--- src/common/plcm_pkg.sv ---
// Package: offsets, field layout, reset values and timing counts
package plcm_pkg;
	// Configuration byte offsets
	localparam logic [7:0] OFF_HOLD_LIMIT = 8'h0d;
	localparam logic [7:0] OFF_MEM_BASE   = 8'h14;
	localparam logic [7:0] OFF_MIN_GRANT  = 8'h3e;
	localparam logic [7:0] OFF_MAX_LAT    = 8'h3f;

	// Reset values
	localparam logic [7:0]  RST_HOLD_LIMIT = 8'h00;
	localparam logic [31:0] RST_MEM_BASE   = 32'h00000000;
	localparam logic [7:0]  RST_MIN_GRANT  = 8'h50;
	localparam logic [7:0]  RST_MAX_LAT    = 8'h0a;

	// Hold limit field: bits 7..3, each unit is eight bus clocks
	localparam int          HOLD_FIELD_LSB = 3;
	localparam int          HOLD_FIELD_W   = 5;
	localparam int          HOLD_UNIT_CLKS = 8;
	localparam int          HOLD_UNIT_SH   = 3;

	// Latency hints are in 250 ns units; clock period 20 ns
	localparam int          HINT_UNIT_NS   = 250;
	localparam int          CLK_PERIOD_NS  = 20;

	// Memory base register fields
	localparam int          MB_VALID_BIT   = 0;
	localparam int          MB_BELOW1M_BIT = 1;
	localparam int          MB_ADDR_LSB    = 8;

	// Loaded bit ranges inside the hint bytes
	localparam int          MAX_ACCESS_INTERVAL_LD_LSB  = 1;
	localparam int          MAX_ACCESS_INTERVAL_LD_W    = 5;
	localparam int          MIN_BURST_GRANT_LD_LSB  = 4;
	localparam int          MIN_BURST_GRANT_LD_W    = 4;

	// Layout of the EEPROM setup word
	localparam int          SW_MAX_ACCESS_INTERVAL_LSB  = 0;
	localparam int          SW_MIN_BURST_GRANT_LSB  = 5;
	localparam int          SW_BELOW1M_BIT = 9;
	localparam int          SW_MEMDIS_BIT  = 10;
endpackage

--- src/logic/plcm_hold_timer.sv ---
// Bus-hold limit counter for master transactions
`timescale 1ns/1ps
module plcm_hold_timer (
	input  wire logic       ref_clk,
	input  wire logic       resetn,
	input  wire logic [4:0] hold_limit,
	input  wire logic       frame_start,
	input  wire logic       master_active,
	input  wire logic       gnt_n,
	output logic            bus_release
);
	logic [7:0] count;

	////////////////////////////////////////////////////////////////////////
	// Count down from limit times eight; reload on every frame start
	always_ff @(posedge ref_clk) begin
		if (!resetn) begin
			count <= 8'h00;
		end else if (frame_start) begin
			count <= {hold_limit, 3'h0};
		end else if (master_active && count != 8'h00) begin
			count <= count - 8'h01;
		end
	end

	// Zero count is expiry; give the bus up only once grant is gone
	always_ff @(posedge ref_clk) begin
		if (!resetn) begin
			bus_release <= 1'h0;
		end else begin
			bus_release <= master_active && !frame_start &&
				count == 8'h00 && gnt_n;
		end
	end

	////////////////////////////////////////////////////////////////////////
	restart_load_a: assert property (@(posedge ref_clk) disable iff (!resetn)
		frame_start |=> count == {$past(hold_limit), 3'h0})
		else $error("hold counter not restarted at frame start");

	count_down_a: assert property (@(posedge ref_clk) disable iff (!resetn)
		master_active && !frame_start && count != 8'h00
		|=> count == $past(count) - 8'h01)
		else $error("hold counter failed to count down");

	release_cause_a: assert property (@(posedge ref_clk)
		disable iff (!resetn)
		bus_release |-> $past(count) == 8'h00 && $past(gnt_n))
		else $error("bus released before expiry and grant loss");

	release_due_a: assert property (@(posedge ref_clk) disable iff (!resetn)
		master_active && !frame_start && count == 8'h00 && gnt_n
		|=> bus_release)
		else $error("bus not released after expiry");
endmodule

--- src/logic/plcm_config_regs.sv ---
// Configuration registers: bus-hold limit, latency hints, memory base
`timescale 1ns/1ps
module plcm_config_regs (
	input  wire logic        ref_clk,
	input  wire logic        resetn,
	input  wire logic        cfg_rd,
	input  wire logic        cfg_wr,
	input  wire logic [7:0]  cfg_addr,
	input  wire logic [3:0]  cfg_be,
	input  wire logic [31:0] cfg_wdata,
	output logic [31:0]      cfg_rdata,
	output logic             cfg_ack,
	input  wire logic        eeprom_load,
	input  wire logic [15:0] eeprom_setup_word,
	input  wire logic [15:0] eeprom_base_hi,
	input  wire logic [15:0] eeprom_base_lo,
	input  wire logic [7:0]  forced_setup_mode,
	input  wire logic        frame_start,
	input  wire logic        master_active,
	input  wire logic        gnt_n,
	output logic             bus_release,
	output logic [31:0]      memory_window_base,
	output logic             memory_window_valid
);
	logic [4:0]  bus_hold_limit;
	logic [7:0]  min_burst_grant;
	logic [7:0]  max_access_interval;
	logic [23:0] mem_addr;
	logic        mem_valid;
	logic        below_one_megabyte_flag;
	logic        mem_disabled;
	logic [31:0] next_rdata;

	// Dword hit test on a byte offset
	function automatic logic dw_hit(input logic [7:0] a, input logic [7:0] o);
		dw_hit = a[7:2] == o[7:2];
	endfunction

	// Byte enable lane of a byte offset
	function automatic logic lane(input logic [3:0] be, input logic [7:0] o);
		lane = be[o[1:0]];
	endfunction

	////////////////////////////////////////////////////////////////////////
	// Bus-hold limit: only bits 7..3 are kept, low bits stay zero
	always_ff @(posedge ref_clk) begin
		if (!resetn) begin
			bus_hold_limit <= plcm_pkg::RST_HOLD_LIMIT[7:3];
		end else if (cfg_wr && dw_hit(cfg_addr, plcm_pkg::OFF_HOLD_LIMIT) &&
				lane(cfg_be, plcm_pkg::OFF_HOLD_LIMIT)) begin
			bus_hold_limit <= cfg_wdata[15:11];
		end
	end

	// Latency hints: read-only, partly refilled by auto-initialisation
	always_ff @(posedge ref_clk) begin
		if (!resetn) begin
			min_burst_grant     <= plcm_pkg::RST_MIN_GRANT;
			max_access_interval <= plcm_pkg::RST_MAX_LAT;
		end else if (eeprom_load) begin
			max_access_interval[5:1] <= eeprom_setup_word[4:0];
			min_burst_grant[7:4]     <= eeprom_setup_word[8:5];
		end
	end

	// Setup word flags: below-1MB placement and memory disable
	always_ff @(posedge ref_clk) begin
		if (!resetn) begin
			below_one_megabyte_flag <= 1'h0;
			mem_disabled            <= 1'h0;
		end else if (eeprom_load) begin
			below_one_megabyte_flag <=
				eeprom_setup_word[plcm_pkg::SW_BELOW1M_BIT];
			mem_disabled <= eeprom_setup_word[plcm_pkg::SW_MEMDIS_BIT];
		end
	end

	// Memory base: forced load wins over a host write in the same cycle
	always_ff @(posedge ref_clk) begin
		if (!resetn) begin
			mem_addr  <= plcm_pkg::RST_MEM_BASE[31:8];
			mem_valid <= 1'h0;
		end else if (eeprom_load && forced_setup_mode[0]) begin
			mem_addr  <= {eeprom_base_hi, eeprom_base_lo[15:8]};
			mem_valid <= eeprom_base_lo[0];
		end else if (cfg_wr && !mem_disabled &&
				dw_hit(cfg_addr, plcm_pkg::OFF_MEM_BASE)) begin
			if (cfg_be[0]) begin
				mem_valid <= cfg_wdata[0];
			end
			if (cfg_be[1]) begin
				mem_addr[7:0] <= cfg_wdata[15:8];
			end
			if (cfg_be[2]) begin
				mem_addr[15:8] <= cfg_wdata[23:16];
			end
			if (cfg_be[3]) begin
				mem_addr[23:16] <= cfg_wdata[31:24];
			end
		end
	end

	////////////////////////////////////////////////////////////////////////
	// Read mux; reserved and unmapped bits return zero
	always_comb begin
		next_rdata = 32'h00000000;
		if (dw_hit(cfg_addr, plcm_pkg::OFF_HOLD_LIMIT)) begin
			next_rdata[15:8] = {bus_hold_limit, 3'h0};
		end else if (dw_hit(cfg_addr, plcm_pkg::OFF_MEM_BASE)) begin
			// A disabled window reads as an absent register
			if (!mem_disabled) begin
				next_rdata = {mem_addr, 5'h00, 1'h0,
					below_one_megabyte_flag, mem_valid};
			end
		end else if (dw_hit(cfg_addr, plcm_pkg::OFF_MIN_GRANT)) begin
			next_rdata[31:16] = {max_access_interval, min_burst_grant};
		end
	end

	// Registered answer one cycle after any access
	always_ff @(posedge ref_clk) begin
		if (!resetn) begin
			cfg_rdata <= 32'h00000000;
			cfg_ack   <= 1'h0;
		end else begin
			cfg_rdata <= cfg_rd ? next_rdata : 32'h00000000;
			cfg_ack   <= cfg_rd || cfg_wr;
		end
	end

	// Decoder-facing copy of the memory window
	always_ff @(posedge ref_clk) begin
		if (!resetn) begin
			memory_window_base  <= 32'h00000000;
			memory_window_valid <= 1'h0;
		end else begin
			memory_window_base  <= {mem_addr, 8'h00};
			memory_window_valid <= mem_valid && !mem_disabled;
		end
	end

	////////////////////////////////////////////////////////////////////////
	// Counter lives in its own module so it can be reused per master
	plcm_hold_timer u_hold_timer (
		.ref_clk      (ref_clk),
		.resetn       (resetn),
		.hold_limit   (bus_hold_limit),
		.frame_start  (frame_start),
		.master_active(master_active),
		.gnt_n        (gnt_n),
		.bus_release  (bus_release)
	);

	////////////////////////////////////////////////////////////////////////
	hold_reserved_a: assert property (@(posedge ref_clk)
		disable iff (!resetn)
		cfg_ack && $past(cfg_rd) &&
		$past(cfg_addr[7:2]) == plcm_pkg::OFF_HOLD_LIMIT[7:2]
		|-> cfg_rdata[10:8] == 3'h0)
		else $error("hold reserved bits not zero");

	hold_write_a: assert property (@(posedge ref_clk) disable iff (!resetn)
		cfg_wr && cfg_be[1] &&
		cfg_addr[7:2] == plcm_pkg::OFF_HOLD_LIMIT[7:2]
		|=> bus_hold_limit == $past(cfg_wdata[15:11]))
		else $error("hold limit write lost");

	hint_load_a: assert property (@(posedge ref_clk) disable iff (!resetn)
		eeprom_load |=> max_access_interval[5:1] ==
		$past(eeprom_setup_word[4:0]) &&
		max_access_interval[7:6] == plcm_pkg::RST_MAX_LAT[7:6] &&
		max_access_interval[0] == plcm_pkg::RST_MAX_LAT[0])
		else $error("max latency load wrong");

	grant_load_a: assert property (@(posedge ref_clk) disable iff (!resetn)
		eeprom_load |=> min_burst_grant == {$past(eeprom_setup_word[8:5]),
		plcm_pkg::RST_MIN_GRANT[3:0]})
		else $error("min grant load wrong");

	forced_base_a: assert property (@(posedge ref_clk) disable iff (!resetn)
		eeprom_load && forced_setup_mode[0]
		|=> mem_addr == {$past(eeprom_base_hi), $past(eeprom_base_lo[15:8])}
		##1 memory_window_base[31:8] == $past(mem_addr))
		else $error("forced base load wrong");

	mem_type_a: assert property (@(posedge ref_clk) disable iff (!resetn)
		cfg_ack && $past(cfg_rd) &&
		$past(cfg_addr[7:2]) == plcm_pkg::OFF_MEM_BASE[7:2]
		|-> cfg_rdata[2] == 1'h0 &&
		cfg_rdata[7:3] == 5'h00)
		else $error("memory placement bit 2 set");

	mem_disable_a: assert property (@(posedge ref_clk) disable iff (!resetn)
		eeprom_load && eeprom_setup_word[plcm_pkg::SW_MEMDIS_BIT]
		##1 !eeprom_load |=> !memory_window_valid)
		else $error("disabled window still valid");

	reset_vals_a: assert property (@(posedge ref_clk)
		!resetn |=> min_burst_grant == plcm_pkg::RST_MIN_GRANT &&
		max_access_interval == plcm_pkg::RST_MAX_LAT &&
		bus_hold_limit == 5'h00 && mem_addr == 24'h000000 &&
		!mem_valid)
		else $error("reset values wrong");
endmodule

--- config.mk ---
export PLATFORM = sky130hd
export DESIGN_NAME = plcm_config_regs
export DESIGN_NICKNAME = d
export VERILOG_FILES = /design/src/common/plcm_pkg.sv /design/src/logic/plcm_hold_timer.sv /design/src/logic/plcm_config_regs.sv
export SDC_FILE = /design/constraint.sdc
export NUM_CORES = 1
export LEC_CHECK = 0
export BUFFER_PORTS_ARGS = -buffer_cell sky130_fd_sc_hd__buf_2
export CAP_MARGIN = 25
export CORE_UTILIZATION = 49
export CTS_BUF_LIST = sky130_fd_sc_hd__clkbuf_8
export CTS_CLUSTER_SIZE = 40
export DETAILED_ROUTE_END_ITERATION = 10
export GPL_TIMING_DRIVEN = 0
export PLACE_DENSITY_LB_ADDON = 0.08
export SETUP_SLACK_MARGIN = 0.15
export SYNTH_ARGS = -nofsm -noshare
export SYNTH_HDL_FRONTEND = slang
export SYNTH_HIERARCHICAL = 1
export SYNTH_SLANG_ARGS = --single-unit
--- constraint.sdc ---
create_clock -name ref_clk -period 1.8 [get_ports ref_clk]
set_input_delay 0.18 -clock ref_clk [delete_from_list [all_inputs] [get_ports ref_clk]]
set_output_delay 0.18 -clock ref_clk [all_outputs]
set_load 0.01 [all_outputs]
==> flow_metrics.py <==
metrics = {
    "worst_setup_path": {
        "cp.arrival_ns": 1.95,
        "critical_path_class": "reg2reg",
        "reg2regPathDepth": 3,
        "rr_startpoint": "u_hold_timer/count[3]",
        "worstPathMaxFanout": 7,
        "cp-end-kind": "flip-flop",
        "start_kind": "flip-flop",
        "crit_start": "u_hold_timer/count[3]",
        "rr_endpoint": "u_hold_timer/count[6]",
        "cp.required_ns": 2.11,
        "rrSetupSlack_ns": 0.17,
    },
    "synth": {
        "syn_area_sq_um": 4020,
        "yosys.area_share.xor_xnor_pct": 0,
        "ys_seq_area_share_pct": 50.9,
        "yosysWarnings": 6,
        "avgSynthCellArea_sq_um": 10.1,
        "ys_ff_latch": 102,
        "syn-instance-count": 398,
        "synth-adder-area-share_pct": 0.623,
        "synth_top_family_by_area": "simple AND/OR/NAND/NOR gates",
        "synth.largest_area_cell": "dfxtp_1",
        "synth_top_area_share_pct": 50.9,
        "synthMuxAreaShare_pct": 3.24,
        "yosysUniqueCellTypes": 51,
        "synth_area_leaders": "dfxtp_1 (51%), and2_1 (4.2%), a221o_1 (4.0%), mux2i_1 (3.2%), o31ai_1 (2.8%)",
        "yosys.area_share.simple_pct": 22.9,
        "synth-compound-area-share_pct": 15.9,
    },
    "min_path": {
        "hold_depth": 3,
        "hold_end": "min_burst_grant[4]",
        "hold_start": "eeprom_setup_word[5]",
        "holdCritPathClass": "in2reg",
    },
    "placement": {
        "gp_congestion": 0.825,
        "io_buffers": 130,
        "placed_area_sq_um": 4840,
        "hpwl_mm": 7.58,
    },
    "die": {
        "rows": 32,
        "die_y_um": 92.5,
        "pin_count": 175,
        "die_area_sq_um": 8560,
        "core-area_sq_um": 7810,
        "fp.dieW_um": 92.5,
        "initial_core_util_pct": 51.4,
    },
    "finish": {
        "final_nets": 664,
        "final_cell_mix": "buf_2 (137), dfxtp_1 (100), and2_1 (27), nand3_1 (21), a21oi_1 (18)",
        "final_common_cell": "buf_2",
        "drive_above_1_share_pct": 37.6,
        "fillers": 699,
        "fin_util_pct": 65.2,
        "final_area_sq_um": 5090,
        "areaGrowthSynthToFinish_pct": 26.8,
        "diodes": 0,
    },
    "timing": {
        "setup_tns_ns": 0,
        "relSlewSlack_pct": 59.7,
        "maxSlewViolCount": 0,
        "rsz0062_at_grt": "yes",
        "max_freq_mhz": 612,
        "fin_crit_ns": 1.63,
        "finalCritPeriodShare_pct": 90.8,
        "tightestPinTransition_ns": 0.600,
        "holdWs_ns": 0.0232,
        "hold_viol": 0,
        "setup_violations": 0,
        "finClkSkew_ns": 0.00827,
    },
    "routing": {
        "drtIter0Drc": 133,
        "dr.pass1.iters": 4,
        "drcViolationCount": 0,
        "viasPerCell": 5.22,
        "final_antenna_net_count": 0,
        "post_drt_wl_per_cell_um": 15.3,
        "routed_wl_mm": 10.1,
        "via_count": 3448,
    },
    "pwr": {
        "irDropWorstVdd_v": 0.000401,
        "p_per_area_nw_per_um2": 840,
        "finalPower_mw": 4.28,
        "p_leak_nw": 2.36,
    },
    "grt": {
        "grtUsageTotal_pct": 24.2,
        "grt_pass1_vias": 3349,
        "antenna_found_initial": 0,
        "gr-total-overflow": 0,
        "grt_pass1_wl_mm": 16.0,
        "grt_max_degree": 19,
    },
    "clock_tree": {
        "cts-buffers-inserted": 9,
        "cts-root-buf": "clkbuf_8",
        "clkTransAtPathRegs_ns": 0.10,
        "cts_tree": "done",
        "insertion_delay_ns": 0.37,
        "h-tree-depth": 3,
        "clock-sinks": 102,
        "clock_path_buffers": 2,
    },
    "run": {
        "maxCapViolations": 0,
    },
    "run_status": {
        "outcome": "complete, no violations",
    },
}
logic make-up (layout without fill, tap and decap cells):
| group | count (synthesis) | count (layout) |
|---|---|---|
| buf+inv | 45 | 193 |
| compound gates | 89 | 89 |
| fa+ha+maj | 2 | 2 |
| flops | 102 | 102 |
| simple gates | 146 | 146 |
| mux | 13 | 13 |
| other cells | 1 | 14 |
worst max path at each step:
stage                             to  cells past startpoint
4_1_cts        u_hold_timer/count[6]                      3
6_report       u_hold_timer/count[6]                      3
3_3_place_gp   u_hold_timer/count[1]                      3
3_5_place_dp   u_hold_timer/count[0]                      3
5_1_grt        u_hold_timer/count[6]                      3
2_1_floorplan  u_hold_timer/count[6]                      3
synthesized netlist by cell type (all sizes together):
| cell | number |
|---|---|
| dfxtp | 102 |
| nor4 | 3 |
| o21ai | 14 |
| a21boi | 2 |
| clkbuf | 14 |
| a21o | 1 |
| buf | 26 |
| inv | 5 |
| conb | 1 |
| o31a | 1 |
| a41oi | 2 |
| and2 | 39 |
| o31ai | 15 |
| or2 | 1 |
| and3 | 17 |
| a211o | 2 |
| nand2b | 2 |
| nand4 | 15 |
| nand2 | 16 |
| nor4bb | 1 |
| a311oi | 1 |
| o311a | 1 |
| nor2 | 11 |
| nor2b | 2 |
| or3 | 1 |
| a31oi | 11 |
| a21bo | 1 |
| nand4bb | 2 |
| a221o | 16 |
| or4 | 2 |
| nor3 | 4 |
| and4bb | 1 |
| mux2i | 13 |
| ha | 2 |
| nand3 | 21 |
| nor4b | 2 |
| a22o | 4 |
| or3b | 1 |
| or4b | 2 |
| a21oi | 18 |
| nor3b | 3 |
worst max-delay path, cell delays in order, from the launching register on:
cell and delay, ns:
dfxtp_2 0.36, or4_1 0.54, or4_1 0.52, a31oi_1 0.16
routing by layer:
metal	vias up	GRT usage, %	wire length (um)
met5	-	0	0
met1	1565	31.7	4750
met4	0	10.4	206
met2	123	38.4	4560
met3	21	5.09	600
li1	1739	-	-
flip-flops by register name, indices dropped and copies added, names as in the netlist:
signal,count
cfg_rdata,26
mem_addr,24
memory_window_base,24
u_hold_timer/count,8
bus_hold_limit,5
max_access_interval,5
min_burst_grant,4
below_one_megabyte_flag,1
cfg_ack,1
mem_disabled,1
mem_valid,1
memory_window_valid,1
u_hold_timer/bus_release,1
cell type report:
| cell class | instances | area, sq um | share of cell area [%] |
|---|---|---|---|
| Multi-Input combinational cell | 264 | 1810 | 35.5 |
| Sequential cell | 102 | 2040 | 40.2 |
| Clock inverter | 6 | 52.6 | 1.03 |
| Inverter | 5 | 18.8 | 0.369 |
| Tap cell | 102 | 128 | 2.51 |
| Buffer | 40 | 238 | 4.67 |
| Clock buffer | 10 | 138 | 2.70 |
| Timing Repair Buffer | 132 | 666 | 13.1 |
stage by stage:
step / cells / setup slack [ns]
detailed placement: 643 / -0.102
finish: 661 / 0.166
global route: 661 / 0.0624
CTS: 661 / 0.144
global placement: 643 / 0.0101
floorplan: 411 / 0.226
timing repair:
item	4_1_cts	5_1_grt
pin swaps	1	2
setup endpoints to repair	11	24
resized for setup	3	9
hold buffers	0	0
buffers inserted	2	0
report_power, final:
group	internal (mW)	total [mW]	switching (mW)
logic	0.229	0.495	0.265
clock network	0.562	1.39	0.827
registers	2.34	2.39	0.0563
(Power assumes the default switching activity.)
